File: src/hw/ssd_pkg.sv
package ssd_pkg;

   // Width of the data path, the shadow register and both pin buses.
   localparam int SSD_WIDTH = 8;

   // Depth of the snapshot buffer between the shadow register and its reader.
   localparam int SSD_BUF_DEPTH = 2;

   // Bit positions of the control pins inside the synchroniser vector.
   localparam int SSD_SYN_SYSCLK = 0;
   localparam int SSD_SYN_DIAG_SHIFT_CLOCK   = 1;
   localparam int SSD_SYN_MODE   = 2;
   localparam int SSD_SYN_SDI    = 3;
   localparam int SSD_SYN_OEN    = 4;
   localparam int SSD_SYN_CTRL   = 5;

   // Reset values of the register stages.
   localparam logic [SSD_WIDTH-1:0] SSD_SHADOW_RST = 8'h00;
   localparam logic [SSD_WIDTH-1:0] SSD_OUT_RST    = 8'h00;

   // Source selected for the next shadow value on a diagnostic clock edge.
   typedef enum logic [1:0] {
      SSD_SHD_SHIFT,
      SSD_SHD_LOAD,
      SSD_SHD_HOLD
   } ssd_shd_op_e;

endpackage : ssd_pkg

File: src/hw/ssd_strm_if.sv
`timescale 1ns/1ps
interface ssd_strm_if #(
   parameter int W = 8
);
   logic         valid;
   logic         ready;
   logic [W-1:0] data;

   modport src (output valid, output data, input ready);
   modport snk (input valid, input data, output ready);
endinterface : ssd_strm_if

File: src/hw/ssd_diag_reg.sv
// Operation
// - Two 8-bit stages, shadow plus output.
// - Output pins three-state; disabled pins read back.
// - Shadow bit from previous, itself or pin.
// - Output bit from input bus or shadow.
// - Shadow changes only on diagnostic clock.
// - Mode low loads bus; high loads shadow.
// - Mode low: diagnostic edge shifts serial in.
// - Mode high, serial low: load from pins.
// - Mode high, serial high: shadow holds.
// - Mode low: serial out is top shadow bit.
// - Mode high: serial out follows serial in.
// - Both high: drive input bus next edge.
// - Driven input bus carries shadow bits.
// - Shifting never disturbs the output register.
// - Parts chain serially; controller allows ripple delay.
// - Mode low load may overlap shifting.
// - Mode high, serial low, pins enabled: simultaneous edges swap shadow and output.
`timescale 1ns/1ps
module ssd_diag_reg import ssd_pkg::*; #(
   parameter int W     = SSD_WIDTH,
   parameter int DEPTH = SSD_BUF_DEPTH
) (
   input  wire logic         core_clk_i,
   input  wire logic         rst_n_i,
   input  wire logic         sys_load_clock_i,
   input  wire logic         diag_shift_clock_i,
   input  wire logic         scan_mode_i,
   input  wire logic         scan_serial_in_i,
   input  wire logic         out_enable_n_i,
   input  wire logic [W-1:0] parallel_in_bus_i,
   output logic      [W-1:0] parallel_in_bus_o,
   output logic              parallel_in_bus_oe_n_o,
   input  wire logic [W-1:0] registered_out_bus_i,
   output logic      [W-1:0] registered_out_bus_o,
   output logic              registered_out_bus_oe_n_o,
   output logic              scan_serial_out_o,
   output logic      [W-1:0] shadow_snap_data_o,
   output logic              shadow_snap_valid_o,
   input  wire logic         shadow_snap_ready_i
);
   localparam int SW = SSD_SYN_CTRL + 2 * W;

   logic [SW-1:0] sync_lvl;
   logic          sysclk_s;
   logic          diag_shift_clock_s;
   logic          mode_s;
   logic          sdi_s;
   logic          oen_s;
   logic [W-1:0]  pin_d_s;
   logic [W-1:0]  pin_b_s;

   ssd_pin_sync #(
      .W (SW)
   ) u_sync (
      .core_clk_i (core_clk_i),
      .rst_n_i    (rst_n_i),
      .pin_i      ({registered_out_bus_i, parallel_in_bus_i, out_enable_n_i,
                    scan_serial_in_i, scan_mode_i, diag_shift_clock_i, sys_load_clock_i}),
      .level_o    (sync_lvl)
   );

   assign sysclk_s = sync_lvl[SSD_SYN_SYSCLK];
   assign diag_shift_clock_s   = sync_lvl[SSD_SYN_DIAG_SHIFT_CLOCK];
   assign mode_s   = sync_lvl[SSD_SYN_MODE];
   assign sdi_s    = sync_lvl[SSD_SYN_SDI];
   assign oen_s    = sync_lvl[SSD_SYN_OEN];
   assign pin_d_s  = sync_lvl[SSD_SYN_CTRL +: W];
   assign pin_b_s  = sync_lvl[SSD_SYN_CTRL + W +: W];

   // Edge detection on the filtered clock levels.
   logic sysclk_d_r;
   logic diag_shift_clock_d_r;
   logic sys_rise;
   logic diag_shift_clock_rise;

   assign sys_rise  = sysclk_s && !sysclk_d_r;
   assign diag_shift_clock_rise = diag_shift_clock_s && !diag_shift_clock_d_r;

   always_ff @(posedge core_clk_i) begin
      if (!rst_n_i) begin
         sysclk_d_r <= 1'b0;
         diag_shift_clock_d_r   <= 1'b0;
      end else begin
         sysclk_d_r <= sysclk_s;
         diag_shift_clock_d_r   <= diag_shift_clock_s;
      end
   end

   // Snapshot stream: every committed shadow value is offered to the reader.
   ssd_strm_if #(.W(W)) push_if ();
   ssd_strm_if #(.W(W)) pop_if ();

   ssd_snap_buf #(
      .W     (W),
      .DEPTH (DEPTH)
   ) u_buf (
      .core_clk_i (core_clk_i),
      .rst_n_i    (rst_n_i),
      .in_s       (push_if.snk),
      .out_s      (pop_if.src)
   );

   // Shadow stage. A diagnostic edge first becomes a pending word; it is
   // committed once the buffer accepts it, so a stalled reader loses nothing
   // as long as no more than DEPTH plus one diagnostic edges fall in the stall.
   ssd_shd_op_e  op;
   logic [W-1:0] shadow_r;
   logic [W-1:0] shadow_nxt;
   logic [W-1:0] pend_word_r;
   logic [W-1:0] pend_word_nxt;
   logic         pend_wb_r;
   logic         pend_wb_nxt;
   logic         pend_r;
   logic         pend_nxt;
   logic         wb_oe_n_r;
   logic         wb_oe_n_nxt;
   logic [W-1:0] base;
   logic         commit;

   assign commit = pend_r && push_if.ready;
   // A new edge chains onto an uncommitted word so consecutive shifts stay ordered.
   assign base   = pend_r ? pend_word_r : shadow_r;

   always_comb begin
      if (!mode_s) begin
         op = SSD_SHD_SHIFT;
      end else if (!sdi_s) begin
         op = SSD_SHD_LOAD;
      end else begin
         op = SSD_SHD_HOLD;
      end
   end

   always_comb begin
      shadow_nxt    = shadow_r;
      pend_word_nxt = pend_word_r;
      pend_wb_nxt   = pend_wb_r;
      pend_nxt      = pend_r;
      wb_oe_n_nxt   = wb_oe_n_r;
      if (commit) begin
         shadow_nxt   = pend_word_r;
         wb_oe_n_nxt  = !pend_wb_r;
         pend_nxt     = 1'b0;
      end
      if (diag_shift_clock_rise) begin
         unique case (op)
            SSD_SHD_SHIFT: pend_word_nxt = {base[W-2:0], sdi_s};
            SSD_SHD_LOAD:  pend_word_nxt = pin_b_s;
            SSD_SHD_HOLD:  pend_word_nxt = base;
         endcase
         pend_wb_nxt = mode_s && sdi_s;
         pend_nxt    = 1'b1;
      end
   end

   always_ff @(posedge core_clk_i) begin
      if (!rst_n_i) begin
         shadow_r    <= SSD_SHADOW_RST;
         pend_word_r <= SSD_SHADOW_RST;
         pend_wb_r   <= 1'b0;
         pend_r      <= 1'b0;
         wb_oe_n_r   <= 1'b1;
      end else begin
         shadow_r    <= shadow_nxt;
         pend_word_r <= pend_word_nxt;
         pend_wb_r   <= pend_wb_nxt;
         pend_r      <= pend_nxt;
         wb_oe_n_r   <= wb_oe_n_nxt;
      end
   end

   assign push_if.valid = commit;
   assign push_if.data  = pend_word_r;
   assign pop_if.ready  = shadow_snap_ready_i;

   // Output stage: touched only by system clock edges, never by shifting.
   logic [W-1:0] out_r;
   logic [W-1:0] out_nxt;
   logic         out_oen_r;
   logic         sso_r;
   logic         sso_nxt;

   always_comb begin
      out_nxt = out_r;
      if (sys_rise) begin
         out_nxt = mode_s ? shadow_r : pin_d_s;
      end
      sso_nxt = mode_s ? sdi_s : shadow_r[W-1];
   end

   always_ff @(posedge core_clk_i) begin
      if (!rst_n_i) begin
         out_r     <= SSD_OUT_RST;
         out_oen_r <= 1'b1;
         sso_r     <= 1'b0;
      end else begin
         out_r     <= out_nxt;
         out_oen_r <= oen_s;
         sso_r     <= sso_nxt;
      end
   end

   assign registered_out_bus_o      = out_r;
   assign registered_out_bus_oe_n_o = out_oen_r;
   assign parallel_in_bus_o         = shadow_r;
   // The write-back enable is stored active low so the pin enable leaves a flop directly.
   assign parallel_in_bus_oe_n_o    = wb_oe_n_r;
   assign scan_serial_out_o         = sso_r;
   assign shadow_snap_data_o        = pop_if.data;
   assign shadow_snap_valid_o       = pop_if.valid;
endmodule : ssd_diag_reg

File: src/hw/ssd_pin_sync.sv
`timescale 1ns/1ps
module ssd_pin_sync import ssd_pkg::*; #(
   parameter int W = 8
) (
   input  wire logic         core_clk_i,
   input  wire logic         rst_n_i,
   input  wire logic [W-1:0] pin_i,
   output logic      [W-1:0] level_o
);
   logic [W-1:0] s1_r;
   logic [W-1:0] s2_r;
   logic [W-1:0] s3_r;
   logic [W-1:0] lvl_r;
   logic [W-1:0] lvl_nxt;

   // A bit only moves once the second and third stages agree, which filters
   // a single sample caught mid-transition.
   always_comb begin
      for (int i = 0; i < W; i++) begin
         lvl_nxt[i] = (s2_r[i] == s3_r[i]) ? s3_r[i] : lvl_r[i];
      end
   end

   always_ff @(posedge core_clk_i) begin
      if (!rst_n_i) begin
         s1_r  <= '0;
         s2_r  <= '0;
         s3_r  <= '0;
         lvl_r <= '0;
      end else begin
         s1_r  <= pin_i;
         s2_r  <= s1_r;
         s3_r  <= s2_r;
         lvl_r <= lvl_nxt;
      end
   end

   assign level_o = lvl_r;
endmodule : ssd_pin_sync

File: src/hw/ssd_snap_buf.sv
`timescale 1ns/1ps
module ssd_snap_buf import ssd_pkg::*; #(
   parameter int W     = SSD_WIDTH,
   parameter int DEPTH = SSD_BUF_DEPTH
) (
   input  wire logic   core_clk_i,
   input  wire logic   rst_n_i,
   ssd_strm_if.snk     in_s,
   ssd_strm_if.src     out_s
);
   logic [W-1:0]     mem_r   [DEPTH];
   logic [W-1:0]     mem_nxt [DEPTH];
   logic [DEPTH-1:0] v_r;
   logic [DEPTH-1:0] v_nxt;
   logic             pop;
   logic             push;
   logic             placed;

   // Entry 0 is always the head, so the reader sees flip-flops directly.
   assign pop  = v_r[0] && out_s.ready;
   assign push = in_s.valid && in_s.ready;

   always_comb begin
      placed = 1'b0;
      mem_nxt = mem_r;
      v_nxt   = v_r;
      if (pop) begin
         for (int i = 0; i < DEPTH - 1; i++) begin
            mem_nxt[i] = mem_r[i+1];
            v_nxt[i]   = v_r[i+1];
         end
         v_nxt[DEPTH-1] = 1'b0;
      end
      if (push) begin
         for (int i = 0; i < DEPTH; i++) begin
            if (!v_nxt[i] && !placed) begin
               mem_nxt[i] = in_s.data;
               v_nxt[i]   = 1'b1;
               placed     = 1'b1;
            end
         end
      end
   end

   always_ff @(posedge core_clk_i) begin
      if (!rst_n_i) begin
         v_r <= '0;
         for (int i = 0; i < DEPTH; i++) begin
            mem_r[i] <= '0;
         end
      end else begin
         v_r   <= v_nxt;
         mem_r <= mem_nxt;
      end
   end

   // Full is judged without the same-cycle pop, trading one slot of
   // throughput for a ready that does not depend on the reader.
   assign in_s.ready  = !v_r[DEPTH-1];
   assign out_s.valid = v_r[0];
   assign out_s.data  = mem_r[0];
endmodule : ssd_snap_buf

File: config.mk
export PLATFORM = sky130hd
export DESIGN_NAME = ssd_diag_reg
export DESIGN_NICKNAME = d
export VERILOG_FILES = /design/src/hw/ssd_pkg.sv /design/src/hw/ssd_strm_if.sv /design/src/hw/ssd_diag_reg.sv /design/src/hw/ssd_pin_sync.sv /design/src/hw/ssd_snap_buf.sv
export SDC_FILE = /design/constraint.sdc
export NUM_CORES = 1
export LEC_CHECK = 0
export BUFFER_PORTS_ARGS = -buffer_cell sky130_fd_sc_hd__buf_4
export CORE_MARGIN = 2
export CORE_UTILIZATION = 57
export CTS_CLUSTER_SIZE = 14
export DETAILED_ROUTE_END_ITERATION = 16
export PLACE_DENSITY = 0.82
export SETUP_SLACK_MARGIN = 0.05
export SYNTH_ARGS = -nofsm -noshare
export SYNTH_HDL_FRONTEND = slang
export SYNTH_SLANG_ARGS = --single-unit
File: constraint.sdc
create_clock -name core_clk_i -period 1.52 [get_ports core_clk_i]
set_input_delay 0.152 -clock core_clk_i [delete_from_list [all_inputs] [get_ports core_clk_i]]
set_output_delay 0.152 -clock core_clk_i [all_outputs]
set_load 0.005 [all_outputs]
==> results.sh, run 1 <==
export IMPL_outcome="complete, no violations"
export IMPL_synth_ff_latch_count=133
export IMPL_maxCapViolCount=0
export IMPL_ant_nets=0
export IMPL_period_minus_slack_ns=1.469
export IMPL_drc=0
export IMPL_die_w_microns=94.03
export IMPL_finalWorstSetupSlack_ns=0.05100
export IMPL_num_io_pins=52
export IMPL_synth_ff_type="dfxtp_1"
export IMPL_clockRootBuffer="clkbuf_8"
export IMPL_endpoint_kind="flip-flop"
export IMPL_rows=32
export IMPL_rsz0062_at_grt="true"
export IMPL_crit_arrival_ns=1.85
export IMPL_multiInputGateArea_sq_um=1739
export IMPL_drive_gt1_share_pct=19.86
export IMPL_synth_top_area_share_pct=57.64
export IMPL_cp_required_ns=1.90
export IMPL_yosys_area_top_type="dfxtp_1"
export IMPL_tightest_slew_ns=0.4952
export IMPL_cts_tree="yes"
export IMPL_yosys_top_cells_count="dfxtp_1 (133), and2_1 (65), nand2_1 (57)"
export IMPL_drt_iter0_drc=275
export IMPL_clock_skew_ns=0.006316
export IMPL_fin_crit_sh_pct=96.64
export IMPL_drtPass1Iterations=6
export IMPL_fin_nets=571
export IMPL_setup_viol=0
export IMPL_yosysWarnings=0
export IMPL_syn_cell_area_sq_um=4619
export IMPL_syn_inst=477
export IMPL_crit_type="reg -> reg"
export IMPL_grt_max_degree=35
export IMPL_numPortBuffers=51
export IMPL_grt_pass1_vias=3386
export IMPL_power_uw=7640
export IMPL_fmax_mhz=680.7
export IMPL_avgSynthCellArea_sq_um=9.684
export IMPL_seq_area_frac_synth_pct=57.64
export IMPL_hp_class="in -> reg"
export IMPL_worstPathCellList="buf_8 -> buf_4 -> mux2_4 -> a222oi_1 -> a21oi_1"
export IMPL_dp_slack_ns=0.02484
export IMPL_grt_pass1_wl_microns=15540
export IMPL_antenna_found_initial=0
export IMPL_die_h_microns=94.03
export IMPL_grt_busiest_layer="met2"
export IMPL_synth_nets=501
export IMPL_place_hpwl_microns=5929
export IMPL_gp_congestion=0.8495
export IMPL_nFillCells=539
export IMPL_wl_per_cell_microns=14.69
export IMPL_relSlewSlack_pct=66.99
export IMPL_tns_ns=0
export IMPL_async_flop_share_pct=0
export IMPL_use_met2_pct=38.99
export IMPL_hold_viol_final=0
export IMPL_final_seq_area_sq_um=2666
export IMPL_h_tree_depth=4
export IMPL_vias_per_cell=5.458
export IMPL_clk_latency_ns=0.50
export IMPL_gr_total_overflow=0
export IMPL_gr_usage_all_layers_pct=22.63
export IMPL_synthTopCellsByArea="dfxtp_1 (58%), and2_1 (8.8%), a21oi_1 (5.4%), o21ai_0 (5.2%), nand2_1 (4.6%)"
export IMPL_critPathMaxStageDelay_ns=0.36
export IMPL_wirelength_microns=9707
export IMPL_start_util_pct=59.17
export IMPL_clk_pin_slew_worst_paths_ns=0.06
export IMPL_cts_buffers=17
export IMPL_worstSetupStartpointType="flip-flop"
export IMPL_vdd_drop_max_mv=1.040
export IMPL_leakage_uw=0.002283
export IMPL_grt_use_met3_pct=6.100
export IMPL_dieArea_sq_um=8841
export IMPL_pwr_density_cell_nw_per_um2=1299
export IMPL_vias=3608
export IMPL_met1_usage_pct=26.60
export IMPL_area_delta_synth_final_pct=27.28
export IMPL_diodes=0
export IMPL_ys_types=33
export IMPL_slew_viol_final=0
export IMPL_synth_most_common_cell="dfxtp_1"
export IMPL_slowest_stage="dfxtp_4"
export IMPL_clockBufferDepth=2
export IMPL_synth_edf_count=0
export IMPL_fp_coreArea_sq_um=7807
export IMPL_critPathMaxFanout=5
export IMPL_cts_sinks=133
-- where the power goes --
part / leakage [uW] / internal [uW] / switching, uW
Clock: 0.000280 / 2410 / 1420
Sequential: 0.00108 / 3560 / 28.2
Combinational: 0.000920 / 127 / 95.6
-- kinds of logic after synthesis --
kind of cell | share of synthesized area, %
DFF | 57.64
muxes | 3.765
buffers and inverters | 4.821
and+or+nand+nor | 18.31
AOI/OAI and AO/OA | 15.47
-- registers in the layout, indices dropped and copies added, names as in the netlist, 2 cells and up --
name                  cells
parallel_in_bus_o         8
pend_word_r               8
registered_out_bus_o      8
u_buf.mem_r               8
u_buf.out_s.data          8
u_buf.v_r                 2
u_sync.level_o           21
u_sync.s1_r              21
u_sync.s2_r              21
u_sync.s3_r              21
-- area by class of cell --
class                   instances  share of cell area [%]
clock buffers                  19                   7.512
clock inverters                12                   2.213
inverters                       3                  0.1915
multi-input cells             301                   29.58
flip-flops and latches        133                   45.35
well taps                     102                   2.171
repair buffers                 91                   12.98
-- stage by stage --
| stage | instances | instance area (sq um) | hold slack (ns) | utilization (%) |
|---|---|---|---|---|
| 5_1_grt | 661 | 5879 | 0.02393 | 75.30 |
| 3_5_place_dp | 604 | 5036 | 0.3638 | 64.50 |
| 2_1_floorplan | 477 | 4619 | 0.2793 | - |
| 3_3_place_gp | 604 | 5036 | 0.3600 | 64.50 |
| 6_report | 661 | 5879 | 0.02760 | 75.30 |
| 4_1_cts | 660 | 5859 | 0.01328 | 75.05 |
-- path summary, 6_finish.rpt --
kind | slack, ns | start | depth (start not counted) | end
hold reg to reg | 0.43 | u_sync.s1_r[7] | 1 | u_sync.s2_r[7]
hold / removal | 0.03 | rst_n_i | 2 | registered_out_bus_oe_n_o
setup reg to reg | 0.05 | pend_r | 5 | pend_word_r[2]
setup / recovery | 0.05 | pend_r | 5 | pend_word_r[2]
-- layer usage --
metal | up-vias | wire length [microns]
met5 | - | 0
met4 | 0 | 210
met3 | 26 | 447
met2 | 117 | 4965
met1 | 1707 | 4084
li1 | 1758 | -
-- placed cells by master, fill, tap and decap left out, types with 2 or more instances in the layout --
cell type      count
clkbuf_16         16
nand3_1            3
nand2b_1           3
mux2i_1            8
clkinvlp_4         2
mux2_2             2
a211oi_1          14
o211ai_1           2
mux2_4             5
buf_4             66
dlygate4sd3_1     21
a21oi_1           50
o21ai_0           48
a222oi_1           6
a311oi_1           2
dfxtp_1          132
nor2_1             9
inv_1              2
clkinv_4           3
bufinv_16          2
clkbuf_8           3
clkinv_2           4
nor2b_1            4
nand3b_1           6
nand2_1           57
buf_6              2
and2_1            66
nor3_1             9
-- worst max-delay path, delay by kind of cell (launching register included) --
family	cells	cell delay, ns
AO/OA/AOI/OAI	2	0.43
buffers and inverters	2	0.27
flip-flops	1	0.36
multiplexers	1	0.30
-- what timing repair did --
| action | 4_1_cts | 5_1_grt |
|---|---|---|
| buffers inserted | 4 | 1 |
| pin swaps | 2 | 5 |
| setup endpoints to repair | 6 | 6 |
| resized for setup | 4 | 5 |
| hold buffers | 21 | 0 |
| endpoints found under the hold margin | 21 | 0 |
Power figures use the tool's default switching activity.
==> inputs of run 2 (changes only) <==
--- a/config.mk
+++ b/config.mk
@@ -8,10 +8,12 @@
 export BUFFER_PORTS_ARGS = -buffer_cell sky130_fd_sc_hd__buf_4
 export CORE_MARGIN = 2
 export CORE_UTILIZATION = 57
-export CTS_CLUSTER_SIZE = 14
+export CTS_CLUSTER_SIZE = 16
 export DETAILED_ROUTE_END_ITERATION = 16
+export GPL_TIMING_DRIVEN = 0
 export PLACE_DENSITY = 0.82
 export SETUP_SLACK_MARGIN = 0.05
+export SKIP_LAST_GASP = 1
 export SYNTH_ARGS = -nofsm -noshare
 export SYNTH_HDL_FRONTEND = slang
 export SYNTH_SLANG_ARGS = --single-unit
==> run 2 against run 1 <==
  * Non-clock buffer count increased by 21
  * Clock skew about the same
  * Flip-flop and latch count unchanged
  * Utilization up 1.1 points
  * Routed wire length rose by 12%
  * Count of clock-buffer cells in the layout is 1 lower
  * Sequential power about the same
  * Combinational power grew 4%
  * Setup slack gained 0.030 ns
  * Largest power group unchanged
  * Highest routed layer unchanged
==> results.sh, run 2 (synthesis results as in run 1) <==
export IMPL_outcome="complete, no violations"
export IMPL_grt_pass1_vias=3848
export IMPL_fin_nets=592
export IMPL_cts_buffers=17
export IMPL_pwr_share_seq_pct=45.4
export IMPL_dieArea_sq_um=8841
export IMPL_drtPass1Iterations=6
export IMPL_area_delta_synth_final_pct=29.06
export IMPL_critPathMaxStageDelay_ns=0.38
export IMPL_layout_common_cells="dfxtp_1 (132), and2_1 (65), buf_4 (61)"
export IMPL_nFillCells=516
export IMPL_p_sw_share_pct=21.10
export IMPL_drc=0
export IMPL_pwr_share_clk_pct=51.7
export IMPL_hold_viol_final=0
export IMPL_place_hpwl_microns=6974
export IMPL_vias=3790
export IMPL_vdd_drop_max_mv=1.114
export IMPL_num_io_pins=52
export IMPL_grt_use_met3_pct=7.303
export IMPL_relSlewSlack_pct=61.60
export IMPL_fmax_mhz=694.9
export IMPL_numPortBuffers=50
export IMPL_met1_usage_pct=29.09
export IMPL_clockRootBuffer="clkbuf_8"
export IMPL_layout_commonest_cell="dfxtp_1"
export IMPL_cts_tree="yes"
export IMPL_combPwrFrac_pct=2.9
export IMPL_wl_per_cell_microns=15.89
export IMPL_wirelength_microns=10850
export IMPL_cts_sinks=133
export IMPL_antenna_found_initial=0
export IMPL_cp_required_ns=1.91
export IMPL_clk_pin_slew_worst_paths_ns=0.06
export IMPL_tns_ns=0
export IMPL_rsz0062_at_grt="true"
export IMPL_crit_type="reg -> reg"
export IMPL_fin_crit_sh_pct=94.67
export IMPL_gr_total_overflow=0
export IMPL_period_minus_slack_ns=1.439
export IMPL_critPathMaxFanout=6
export IMPL_maxCapViolCount=0
export IMPL_hp_class="in -> reg"
export IMPL_worstPathCellList="buf_6 -> mux2_2 -> a222oi_1 -> a21oi_1"
export IMPL_slew_viol_final=0
export IMPL_drive_gt1_share_pct=20.65
export IMPL_fp_coreArea_sq_um=7807
export IMPL_intPower_uw=6243
export IMPL_endpoint_kind="flip-flop"
export IMPL_grt_busiest_layer="met2"
export IMPL_tightest_slew_ns=0.5760
export IMPL_crit_arrival_ns=1.83
export IMPL_die_w_microns=94.03
export IMPL_leakage_uw=0.002329
export IMPL_setup_viol=0
export IMPL_p_switching_uw=1670
export IMPL_die_h_microns=94.03
export IMPL_gr_usage_all_layers_pct=26.61
export IMPL_reg2reg_slack_ns=0.08
export IMPL_pwr_density_cell_nw_per_um2=1327
export IMPL_grt_pass1_wl_microns=17740
export IMPL_vias_per_cell=5.549
export IMPL_grt_max_degree=17
export IMPL_diodes=0
export IMPL_holdWs_ns=0.08367
export IMPL_worstSetupStartpointType="flip-flop"
export IMPL_use_met2_pct=46.90
export IMPL_start_util_pct=59.17
export IMPL_drt_iter0_drc=262
export IMPL_h_tree_depth=4
export IMPL_clk_latency_ns=0.52
export IMPL_clock_skew_ns=0.006794
export IMPL_clockBufferDepth=2
export IMPL_rows=32
export IMPL_slowest_stage="dfxtp_2"
export IMPL_gp_congestion=0.8759
export IMPL_ant_nets=0
## run 2: power by group through the flow
stage	registers, uW	clock network [uW]	logic [uW]
floorplan	3650	0	99.7
global route	3600	4290	258
CTS	3590	4130	231
detailed placement	3660	0	186
finish	3590	4090	233
global placement	3660	0	179
## run 2: area by class of cell
| class | count | area, sq um | share of cell area, % |
|---|---|---|---|
| sequential | 133 | 2664 | 44.68 |
| multi-input combinational | 301 | 1744 | 29.25 |
| timing repair buffer | 72 | 593.1 | 9.948 |
| clock buffer | 18 | 427.9 | 7.177 |
| buffer | 40 | 217.7 | 3.652 |
| clock inverter | 14 | 176.4 | 2.959 |
| tap | 102 | 127.6 | 2.141 |
| inverter | 3 | 11.26 | 0.1889 |
## run 2: path summary, 6_finish.rpt
kind,startpoint,to,cells after the start
worst max-delay path,pend_r,pend_word_r[1],4
worst min register to register,u_sync.s1_r[12],u_sync.s2_r[12],1
worst min-delay path,rst_n_i,u_buf.out_s.data[5],3
worst max register to register,pend_r,pend_word_r[1],4
## run 2: worst max-delay path, delay by kind of cell (launching register included)
family | cells | cell delay (ns)
AO/OA/AOI/OAI | 2 | 0.42
buffers and inverters | 1 | 0.15
flip-flops | 1 | 0.38
multiplexers | 1 | 0.37
## run 2: per-stage QoR
stage	setup WS [ns]	total power (uW)	std cells	instance area (sq um)	utilization (%)
3_5_place_dp	0.08998	3850	629	5122	65.61
2_1_floorplan	0.2199	3754	477	4619	-
3_3_place_gp	0.1006	3839	629	5122	65.61
5_1_grt	0.01633	8144	683	5962	76.36
6_report	0.08104	7913	683	5962	76.36
4_1_cts	0.06928	7950	683	5946	76.15
## run 2: timing repair
| item | CTS | global route |
|---|---|---|
| setup buffers | 1 | 0 |
| resized for setup | 1 | 9 |
| pin swaps | 1 | 3 |
| endpoints found under the hold margin | 21 | 0 |
| hold buffers | 21 | 0 |
| endpoints found under the setup margin | 1 | 14 |
## run 2: metal layers
metal	share of wire, %	vias to the layer above
met5	0	-
met3	5.8	43
met1	40	1776
met2	51	161
met4	3.1	0
li1	-	1810
